## src/design/ict_cfg.svh

```systemverilog
`ifndef ICT_CFG_SVH
`define ICT_CFG_SVH
// ---------------------------------------------------------------
// Register word indices (byte address is four times the index)
// ---------------------------------------------------------------
`define ICT_IDX_CTL0 12'h04d6
`define ICT_IDX_CTL1 12'h04d7
`define ICT_IDX_VTB 12'h045d
`define ICT_IDX_FLAG 12'h04a0
`define ICT_IDX_ENA 12'h04a1
`define ICT_IDX_PRIO 12'h04a2
`define ICT_IDX_MODE 12'h04a3
// ---------------------------------------------------------------
// Field positions in interrupt_control_0; MVEC is bit 0 of the mode register
// ---------------------------------------------------------------
`define ICT_BIT_GH 7
`define ICT_BIT_GL 6
`define ICT_BIT_PLE 5
`define ICT_BIT_MVEC 0
// ---------------------------------------------------------------
// Reset values and fixed branch addresses
// ---------------------------------------------------------------
`define ICT_RST_EDGE 3'h7
`define ICT_RST_VTB 21'h00_0008
`define ICT_RST_MVEC 1'h1
`define ICT_FIXED_HIGH 21'h00_0008
`define ICT_FIXED_LOW 21'h00_0018
`endif

```

## src/design/ict_pkg.sv

```systemverilog
package ict_pkg;
   // Nesting state, codes equal to the status field
   typedef enum logic [1:0] {
      ICT_MAIN = 2'b00,
      ICT_LOW = 2'b01,
      ICT_HIGH = 2'b10,
      ICT_HIGH_OVER_LOW = 2'b11
   } ict_nest_t;
endpackage : ict_pkg

```

## src/design/ict_edge_det.sv

```systemverilog
`timescale 1ns/1ps
module ict_edge_det #(
   parameter int N = 3
) (
   input wire logic i_clk,
   input wire logic i_rst_n,
   input wire logic [N-1:0] i_pin,
   input wire logic [N-1:0] i_rise_sel,
   output logic [N-1:0] o_edge
);
   // Startup blanking: no edge until the sample pair is real
   logic [2:0] prime;

   always_ff @(posedge i_clk or negedge i_rst_n) begin
      if (!i_rst_n) begin
         prime <= 3'h0;
      end else begin
         prime <= {prime[1:0], 1'b1};
      end
   end

   // ---------------------------------------------------------------
   // Per pin: two-stage synchroniser, then a compare stage
   // ---------------------------------------------------------------
   for (genvar g = 0; g < N; g++) begin : g_pin
      logic sync1;
      logic sync2;
      logic prev;
      // Only sync2 reads sync1, the edge test reads sync2 and prev
      always_ff @(posedge i_clk or negedge i_rst_n) begin
         if (!i_rst_n) begin
            sync1 <= 1'b0;
            sync2 <= 1'b0;
            prev <= 1'b0;
         end else begin
            sync1 <= i_pin[g];
            sync2 <= sync1;
            prev <= sync2;
         end
      end
      // Polarity select: 1 rising, 0 falling
      assign o_edge[g] = prime[2] &
         (i_rise_sel[g] ? (sync2 & ~prev) : (~sync2 & prev));
   end
endmodule : ict_edge_det

```

## src/design/ict_prio_pick.sv

```systemverilog
`timescale 1ns/1ps
module ict_prio_pick #(
   parameter int N = 8
) (
   input wire logic [N-1:0] i_req,
   output logic o_any,
   output logic [4:0] o_idx
);
   // Lowest numbered request wins inside one priority level
   always_comb begin
      o_idx = 5'h0;
      for (int i = N - 1; i >= 0; i--) begin
         if (i_req[i]) begin
            o_idx = 5'(i);
         end
      end
   end

   assign o_any = |i_req;
endmodule : ict_prio_pick

```

## src/design/ict_top.sv

```systemverilog
// Added by the designer: the Wishbone register port.
`timescale 1ns/1ps
`include "ict_cfg.svh"
// Summary of operation
// - After reset all sources sit at high priority until software changes them.
// - Vector table base resets to 0x000008.
// - External inputs are edge triggered, select 1 rising, 0 falling.
// - A selected edge sets the input flag; its enable gates the request.
// - Enabled external inputs wake the processor from idle or sleep.
// - After wake, vectoring happens only with global high enable set.
// - External input priority follows its own priority select bit.
// - Every enabled pending event raises the wake request in any mode.
// - Wake ignores global enables and needs no clock edge.
// - Without the vector table, table vectoring and its priority vanish.
// - Without table and levels, every interrupt branches to 0008h.
// - Levels off: global enable passes unmasked interrupts, clear blocks all.
// - Levels on: global high passes high ones, also needed for low.
// - Levels on: global low gates low ones; levels off: reads zero.
// - Priority levels enable gives two levels; off treats all as high.
// - Nesting field reports main, low, high, or high over low.
// - Vectored mode: entry address is table base plus vector number.
// - Pending high requests are always served before low ones.
module ict_top
   import ict_pkg::*;
#(
   parameter int NSRC = 8
) (
   input wire logic I_CLK_SYS,
   input wire logic I_RST_N,
   input wire logic I_WB_CYC,
   input wire logic I_WB_STB,
   input wire logic I_WB_WE,
   input wire logic [13:0] I_WB_ADR,
   input wire logic [3:0] I_WB_SEL,
   input wire logic [31:0] I_WB_DAT,
   output logic [31:0] O_WB_DAT,
   output logic O_WB_ACK,
   input wire logic [2:0] I_EXT_IRQ_PIN,
   input wire logic [NSRC-1:0] I_SRC_EVENT,
   input wire logic I_CPU_ENTER,
   input wire logic I_CPU_RETURN,
   output logic O_IRQ_HIGH,
   output logic O_IRQ_LOW,
   output logic [4:0] O_VECTOR_NUM,
   output logic [20:0] O_VECTOR_ADDR,
   output logic O_WAKE
);
   localparam int NEXT = 3;

   // Flags, enables and priorities must fit one bus word
   if (NSRC < NEXT || NSRC > 32) begin : g_bad_nsrc
      $error("ict_top: NSRC must lie between 3 and 32");
   end

   // ---------------------------------------------------------------
   // Register state
   // ---------------------------------------------------------------
   logic gh;
   logic gl;
   logic ple;
   logic mvec;
   logic [2:0] edge_sel;
   logic [20:0] vtb;
   logic [NSRC-1:0] flag;
   logic [NSRC-1:0] ena;
   logic [NSRC-1:0] prio;
   ict_nest_t nest;
   ict_nest_t next_nest;

   // ---------------------------------------------------------------
   // Wishbone decode
   // ---------------------------------------------------------------
   wire wb_req = I_WB_CYC & I_WB_STB & ~O_WB_ACK;
   wire wr = I_WB_CYC & I_WB_STB & I_WB_WE & O_WB_ACK; // Commit at ack
   wire [11:0] idx = I_WB_ADR[13:2];
   wire hit_ctl0 = (idx == `ICT_IDX_CTL0);
   wire hit_ctl1 = (idx == `ICT_IDX_CTL1);
   wire hit_vtb = (idx == `ICT_IDX_VTB);
   wire hit_flag = (idx == `ICT_IDX_FLAG);
   wire hit_ena = (idx == `ICT_IDX_ENA);
   wire hit_prio = (idx == `ICT_IDX_PRIO);
   wire hit_mode = (idx == `ICT_IDX_MODE);
   wire wr_ctl0 = wr & hit_ctl0 & I_WB_SEL[0];
   wire wr_mode = wr & hit_mode & I_WB_SEL[0];
   wire wr_vtb = wr & hit_vtb;
   wire wr_flag = wr & hit_flag;
   wire wr_ena = wr & hit_ena;
   wire wr_prio = wr & hit_prio;

   // Byte lane mask so partial writes leave other lanes alone
   wire [31:0] lane = {{8{I_WB_SEL[3]}}, {8{I_WB_SEL[2]}},
                       {8{I_WB_SEL[1]}}, {8{I_WB_SEL[0]}}};
   wire [31:0] w_vtb = (I_WB_DAT & lane) | ({11'h0, vtb} & ~lane);
   wire [31:0] w_ena = (I_WB_DAT & lane) |
                       ({{(32-NSRC){1'b0}}, ena} & ~lane);
   wire [31:0] w_prio = (I_WB_DAT & lane) |
                        ({{(32-NSRC){1'b0}}, prio} & ~lane);
   wire [31:0] w_clr = I_WB_DAT & lane;

   // Low enable hides behind levels enable when read
   wire [7:0] rd_ctl0 = {gh, gl & ple, ple, 2'b00, edge_sel};
   wire [7:0] rd_ctl1 = {nest, 6'b00_0000};
   wire [31:0] rdata =
      hit_ctl0 ? {24'h00_0000, rd_ctl0} :
      hit_ctl1 ? {24'h00_0000, rd_ctl1} :
      hit_vtb ? {11'h000, vtb} :
      hit_flag ? {{(32-NSRC){1'b0}}, flag} :
      hit_ena ? {{(32-NSRC){1'b0}}, ena} :
      hit_prio ? {{(32-NSRC){1'b0}}, prio} :
      hit_mode ? {31'h0000_0000, mvec} :
      32'h0000_0000;

   // One wait state answer; unmapped reads give zero
   always_ff @(posedge I_CLK_SYS or negedge I_RST_N) begin
      if (!I_RST_N) begin
         O_WB_ACK <= 1'b0;
         O_WB_DAT <= 32'h0000_0000;
      end else begin
         O_WB_ACK <= wb_req;
         O_WB_DAT <= wb_req ? rdata : 32'h0000_0000;
      end
   end

   // ---------------------------------------------------------------
   // Control registers
   // ---------------------------------------------------------------
   always_ff @(posedge I_CLK_SYS or negedge I_RST_N) begin
      if (!I_RST_N) begin
         gh <= 1'b0;
         gl <= 1'b0;
         ple <= 1'b0;
         edge_sel <= `ICT_RST_EDGE;
         mvec <= `ICT_RST_MVEC;
      end else begin
         if (wr_ctl0) begin
            gh <= I_WB_DAT[`ICT_BIT_GH];
            gl <= I_WB_DAT[`ICT_BIT_GL];
            ple <= I_WB_DAT[`ICT_BIT_PLE];
            edge_sel <= I_WB_DAT[2:0];
         end
         if (wr_mode) begin
            mvec <= I_WB_DAT[`ICT_BIT_MVEC];
         end
      end
   end

   // Base, enables and priorities; priorities start all high
   always_ff @(posedge I_CLK_SYS or negedge I_RST_N) begin
      if (!I_RST_N) begin
         vtb <= `ICT_RST_VTB;
         ena <= '0;
         prio <= '1;
      end else begin
         if (wr_vtb) vtb <= w_vtb[20:0];
         if (wr_ena) ena <= w_ena[NSRC-1:0];
         if (wr_prio) prio <= w_prio[NSRC-1:0];
      end
   end

   // ---------------------------------------------------------------
   // Event capture
   // ---------------------------------------------------------------
   logic [NEXT-1:0] ext_evt;

   ict_edge_det #(
      .N(NEXT)
   ) u_edge (
      .i_clk(I_CLK_SYS),
      .i_rst_n(I_RST_N),
      .i_pin(I_EXT_IRQ_PIN),
      .i_rise_sel(edge_sel),
      .o_edge(ext_evt)
   );

   wire [NSRC-1:0] set_evt = I_SRC_EVENT |
                             {{(NSRC-NEXT){1'b0}}, ext_evt};
   wire [NSRC-1:0] clr_msk = wr_flag ? w_clr[NSRC-1:0] : '0;

   // Write one to clear; a new event in the same cycle wins
   always_ff @(posedge I_CLK_SYS or negedge I_RST_N) begin
      if (!I_RST_N) begin
         flag <= '0;
      end else begin
         flag <= (flag & ~clr_msk) | set_evt;
      end
   end

   // ---------------------------------------------------------------
   // Priority resolution
   // ---------------------------------------------------------------
   // Levels off makes every source high priority
   wire [NSRC-1:0] eff_high = ple ? prio : '1;
   wire [NSRC-1:0] pend = flag & ena;
   wire [NSRC-1:0] hp = pend & eff_high;
   wire [NSRC-1:0] lp = pend & ~eff_high;
   logic hp_any;
   logic lp_any;
   logic [4:0] hp_idx;
   logic [4:0] lp_idx;

   ict_prio_pick #(
      .N(NSRC)
   ) u_pick_high (
      .i_req(hp),
      .o_any(hp_any),
      .o_idx(hp_idx)
   );

   ict_prio_pick #(
      .N(NSRC)
   ) u_pick_low (
      .i_req(lp),
      .o_any(lp_any),
      .o_idx(lp_idx)
   );

   // ---------------------------------------------------------------
   // Nesting state
   // ---------------------------------------------------------------
   always_comb begin
      next_nest = nest;
      case (nest)
         ICT_MAIN: begin
            if (I_CPU_ENTER && O_IRQ_HIGH) next_nest = ICT_HIGH;
            else if (I_CPU_ENTER && O_IRQ_LOW) next_nest = ICT_LOW;
         end
         ICT_LOW: begin
            if (I_CPU_ENTER && O_IRQ_HIGH) begin
               next_nest = ICT_HIGH_OVER_LOW;
            end else if (I_CPU_RETURN) begin
               next_nest = ICT_MAIN;
            end
         end
         ICT_HIGH: begin
            if (I_CPU_RETURN) next_nest = ICT_MAIN;
         end
         ICT_HIGH_OVER_LOW: begin
            if (I_CPU_RETURN) next_nest = ICT_LOW;
         end
         default: next_nest = ICT_MAIN;
      endcase
   end

   always_ff @(posedge I_CLK_SYS or negedge I_RST_N) begin
      if (!I_RST_N) begin
         nest <= ICT_MAIN;
      end else begin
         nest <= next_nest;
      end
   end

   // High may preempt low but never another high
   wire high_room = (next_nest == ICT_MAIN) || (next_nest == ICT_LOW);
   wire next_high = gh & hp_any & high_room;
   // Low also needs global high, and loses to any high
   wire next_low = gh & gl & ple & lp_any &
                   (next_nest == ICT_MAIN) & ~next_high;
   wire [4:0] next_num = next_high ? hp_idx : lp_idx;
   // Fixed branch when table is off; one address when levels off
   wire [20:0] fixed_addr = (next_high || !ple) ?
                            `ICT_FIXED_HIGH : `ICT_FIXED_LOW;
   wire [20:0] next_addr = mvec ? vtb + {16'h0000, next_num} :
                           fixed_addr;

   // Requests are recomputed from the state that follows this edge
   always_ff @(posedge I_CLK_SYS or negedge I_RST_N) begin
      if (!I_RST_N) begin
         O_IRQ_HIGH <= 1'b0;
         O_IRQ_LOW <= 1'b0;
         O_VECTOR_NUM <= 5'h00;
         O_VECTOR_ADDR <= 21'h00_0000;
      end else begin
         O_IRQ_HIGH <= next_high;
         O_IRQ_LOW <= next_low;
         O_VECTOR_NUM <= next_num;
         O_VECTOR_ADDR <= next_addr;
      end
   end

   // Wake is a pure gate of held flags, so it works with clocks off
   assign O_WAKE = |pend;

   // ---------------------------------------------------------------
   // Assertions
   // ---------------------------------------------------------------
   logic prio_seen;
   logic vtb_seen;

   always_ff @(posedge I_CLK_SYS or negedge I_RST_N) begin
      if (!I_RST_N) begin
         prio_seen <= 1'b0;
         vtb_seen <= 1'b0;
      end else begin
         prio_seen <= prio_seen | wr_prio;
         vtb_seen <= vtb_seen | wr_vtb;
      end
   end
endmodule : ict_top

```

## config.mk

```make
export PLATFORM = sky130hd
export DESIGN_NAME = ict_top
export DESIGN_NICKNAME = d
export VERILOG_FILES = /design/src/design/ict_pkg.sv /design/src/design/ict_edge_det.sv /design/src/design/ict_prio_pick.sv /design/src/design/ict_top.sv
export VERILOG_INCLUDE_DIRS = /design/src /design/src/design
export SDC_FILE = /design/constraint.sdc
export NUM_CORES = 1
export LEC_CHECK = 0
export BUFFER_PORTS_ARGS = -buffer_cell sky130_fd_sc_hd__buf_2
export CORE_ASPECT_RATIO = 1.2
export CORE_MARGIN = 2
export CORE_UTILIZATION = 35
export DETAILED_ROUTE_END_ITERATION = 6
export GPL_ROUTABILITY_DRIVEN = 0
export SYNTH_ARGS = -nofsm -noshare
export SYNTH_HDL_FRONTEND = slang
export SYNTH_SLANG_ARGS = --single-unit
```

## constraint.sdc

```tcl
create_clock -name I_CLK_SYS -period 3.6 [get_ports I_CLK_SYS]
set_clock_uncertainty 0.15 [all_clocks]
set_input_delay 0.72 -clock I_CLK_SYS [delete_from_list [all_inputs] [get_ports I_CLK_SYS]]
set_output_delay 0.72 -clock I_CLK_SYS [all_outputs]
set_load 0.05 [all_outputs]
```

==> impl_metrics.ini <==
[run_status]
run_status = complete, no violations

[global_routing]
grt_usage_pct = 16.7
grt_max_degree = 70
grt_overflow_total = 0
antenna_found_initial = 0
grt_pass1_wl_mm = 20.6
grt_pass1_vias = 4104

[yosys]
async_flop_share_pct = 100
synthXorXnorAreaFrac_pct = 2.63
netlist.area_leader.share_pct = 47.5
synthAdderAreaFrac_pct = 1.32
synth_compound_area_share_pct = 8.86
synth_top_family_by_area = simple AND/OR/NAND/NOR gates
netlist_area_sq_mm = 0.00533
synthSimpleGateAreaFrac_pct = 18.8
synth_edf_count = 0
seq_area_frac_synth_pct = 53.9
ys_top_cells_by_area = dfrtp_1, mux2_2, dfstp_2
synth-seq-cells = 114
synth.distinct_cells = 61
synth_cells = 467
synth-warning-count = 0
avgSynthCellArea_sq_um = 11.4
ys.flop_type = dfrtp_1
yosys.area.top_type = dfrtp_1
synth_mux_area_share_pct = 11.2

[clock_network]
cts_buffer_depth = 2
clkSinkCount = 114
clk_pin_slew_ns = 0.06
cts_max_level = 4
cts_tree = built
cts_buffers = 17
cts_root_buffer = clkbuf_16
hold_buffers = 0
worstSkewPairLatency_ns = 0.42

[detailed_routing]
vias_per_cell = 4.86
drc = 0
vias = 3979
wl_per_cell_um = 15.9
dr.pass1.iters = 4
drtIter0Drc = 210
routed_wirelength_mm = 13.0
postRouteAntennaNets = 0

[placed_design]
dp_hpwl_mm = 9.68
pre_cts_slack_ns = -0.142
port_buffers = 102
post_dp_cell_area_sq_mm = 0.00617

[floorplanning]
die_h_um = 139
die_area_sq_mm = 0.0162
initial_core_util_pct = 35.6
io_pins = 130
rows = 49
die_w_um = 117
core_sq_mm = 0.0150

[finish]
multi_input_area_sq_mm = 0.00241
antenna_cells = 0
final_cell_mix = buf_2, dfrtp_1, nand2_1, mux2_2, and2_1
drive_gt1_share_pct = 39.3
seqCellArea_sq_mm = 0.00287
syn2layout_area_growth_pct = 29.0
final_common_cell = buf_2
final_nets = 674
postLayoutCellArea_sq_mm = 0.00687
fillCellCount = 1471

[worst_hold_path]
min_path_type = reg -> reg

[critical_path]
worstPathMaxFanout = 6
worstSetupPathType = reg -> reg
startpoint_type = flop
cp-end-kind = flop
critPathRequiredTime_ns = 3.79
crit_arrival_ns = 3.65

[timing]
finalCritPeriodShare_pct = 96.2
tightest_slew_ns = 0.845
min_period_ns = 3.46
drv_slew = 0
setup_tns_ns = 0
slew-limit-headroom_pct = 43.7
clock.fmax_mhz = 289
layout_setup_ws_ns = 0.136
finalSetupViolations = 0
hold_violations = 0

[pwr]
power.leakage_nw = 3.36
cellPowerDensity_mw_per_mm2 = 454
vdd_drop_max_mv = 0.303

[job]
cap_violations = 0
critical path: stages, from the launching register on:
cell and delay (ns):
dfrtp_2 0.44, clkbuf_2 0.15, nor2b_2 0.17, o22ai_2 0.25, o41ai_4 0.12, buf_4 0.16
o32ai_4 0.28, ha_2 0.22, inv_1 0.05, fa_1 0.40, nor2b_2 0.15, o21a_1 0.20
nand3_2 0.13, or3_1 0.32, a21boi_0 0.18
kinds of logic after synthesis:
group,count (synthesis)
AO/OA/AOI/OAI,69
other,2
multiplexers,53
AND/OR/NAND/NOR,177
flip-flops,114
buffers and inverters,31
adder cells (fa/ha/maj),5
XOR/XNOR,16
metrics by stage:
stage / total power, mW / utilization (%) / hold WS (ns) / std cells
floorplan: 1.38 / - / 0.181 / 479
global placement: 1.44 / 41.3 / 0.182 / 783
detailed placement: 1.45 / 41.3 / 0.185 / 783
CTS: 3.16 / 45.3 / 0.198 / 816
global route: 3.23 / 45.9 / 0.212 / 818
finish: 3.12 / 45.9 / 0.195 / 818
path summary, 6_finish.rpt:
check,startpoint,slack [ns],depth (start not counted),end
setup / recovery,ple,0.14,14,O_VECTOR_ADDR[16]
hold / removal,u_edge.g_pin[1].sync1,0.20,0,u_edge.g_pin[1].sync2
setup reg to reg,ple,0.14,14,O_VECTOR_ADDR[16]
hold reg to reg,u_edge.g_pin[1].sync1,0.20,0,u_edge.g_pin[1].sync2
max in group asynchronous,I_RST_N,2.24,2,edge_sel[2]
min in group asynchronous,I_RST_N,0.27,1,O_WB_DAT[4]
synth_stat cells (all sizes together), types with 4 or more instances:
cell    instances
dfrtp         101
nand2          58
mux2           44
and2           28
o21ai          19
nor2           18
nor2b          17
buf            15
dfstp          13
xnor2          12
a21oi          10
nand4          10
clkbuf          8
inv             8
mux2i           8
a22oi           6
and3            6
a21o            5
nand3           5
nor3            5
o22ai           5
a21boi          4
and4            4
ha              4
nand2b          4
or3             4
xor2            4
what timing repair did:
item | CTS | global route
gates resized for setup | 2 | 17
pin swaps | 0 | 4
setup buffers | 1 | 2
endpoints found under the setup margin | 5 | 6
layer usage:
metal	vias to the layer above	wire length [um]	part of all wire [%]	global-route usage, %
met4	0	278	2.1	7.86
met2	138	6610	51	27.7
li1	1895	-	-	-
met1	1923	5370	41	19.8
met3	23	738	5.7	4.85
met5	-	0	0	0
report_power, final:
part / leakage (nW) / internal, mW / switching (mW)
registers: 1.46 / 1.29 / 0.00380
logic: 1.60 / 0.0361 / 0.0934
clock network: 0.293 / 1.10 / 0.594
final cells by class:
class                      instances  area share [%]
inverter                           8           0.437
timing repair buffer             126            10.2
sequential                       114            41.8
tap                              204            3.72
clock buffer                      19            6.45
multi-input combinational        334            35.1
clock inverter                    13            2.33
No activity file was read; power rests on OpenSTA's default activity.
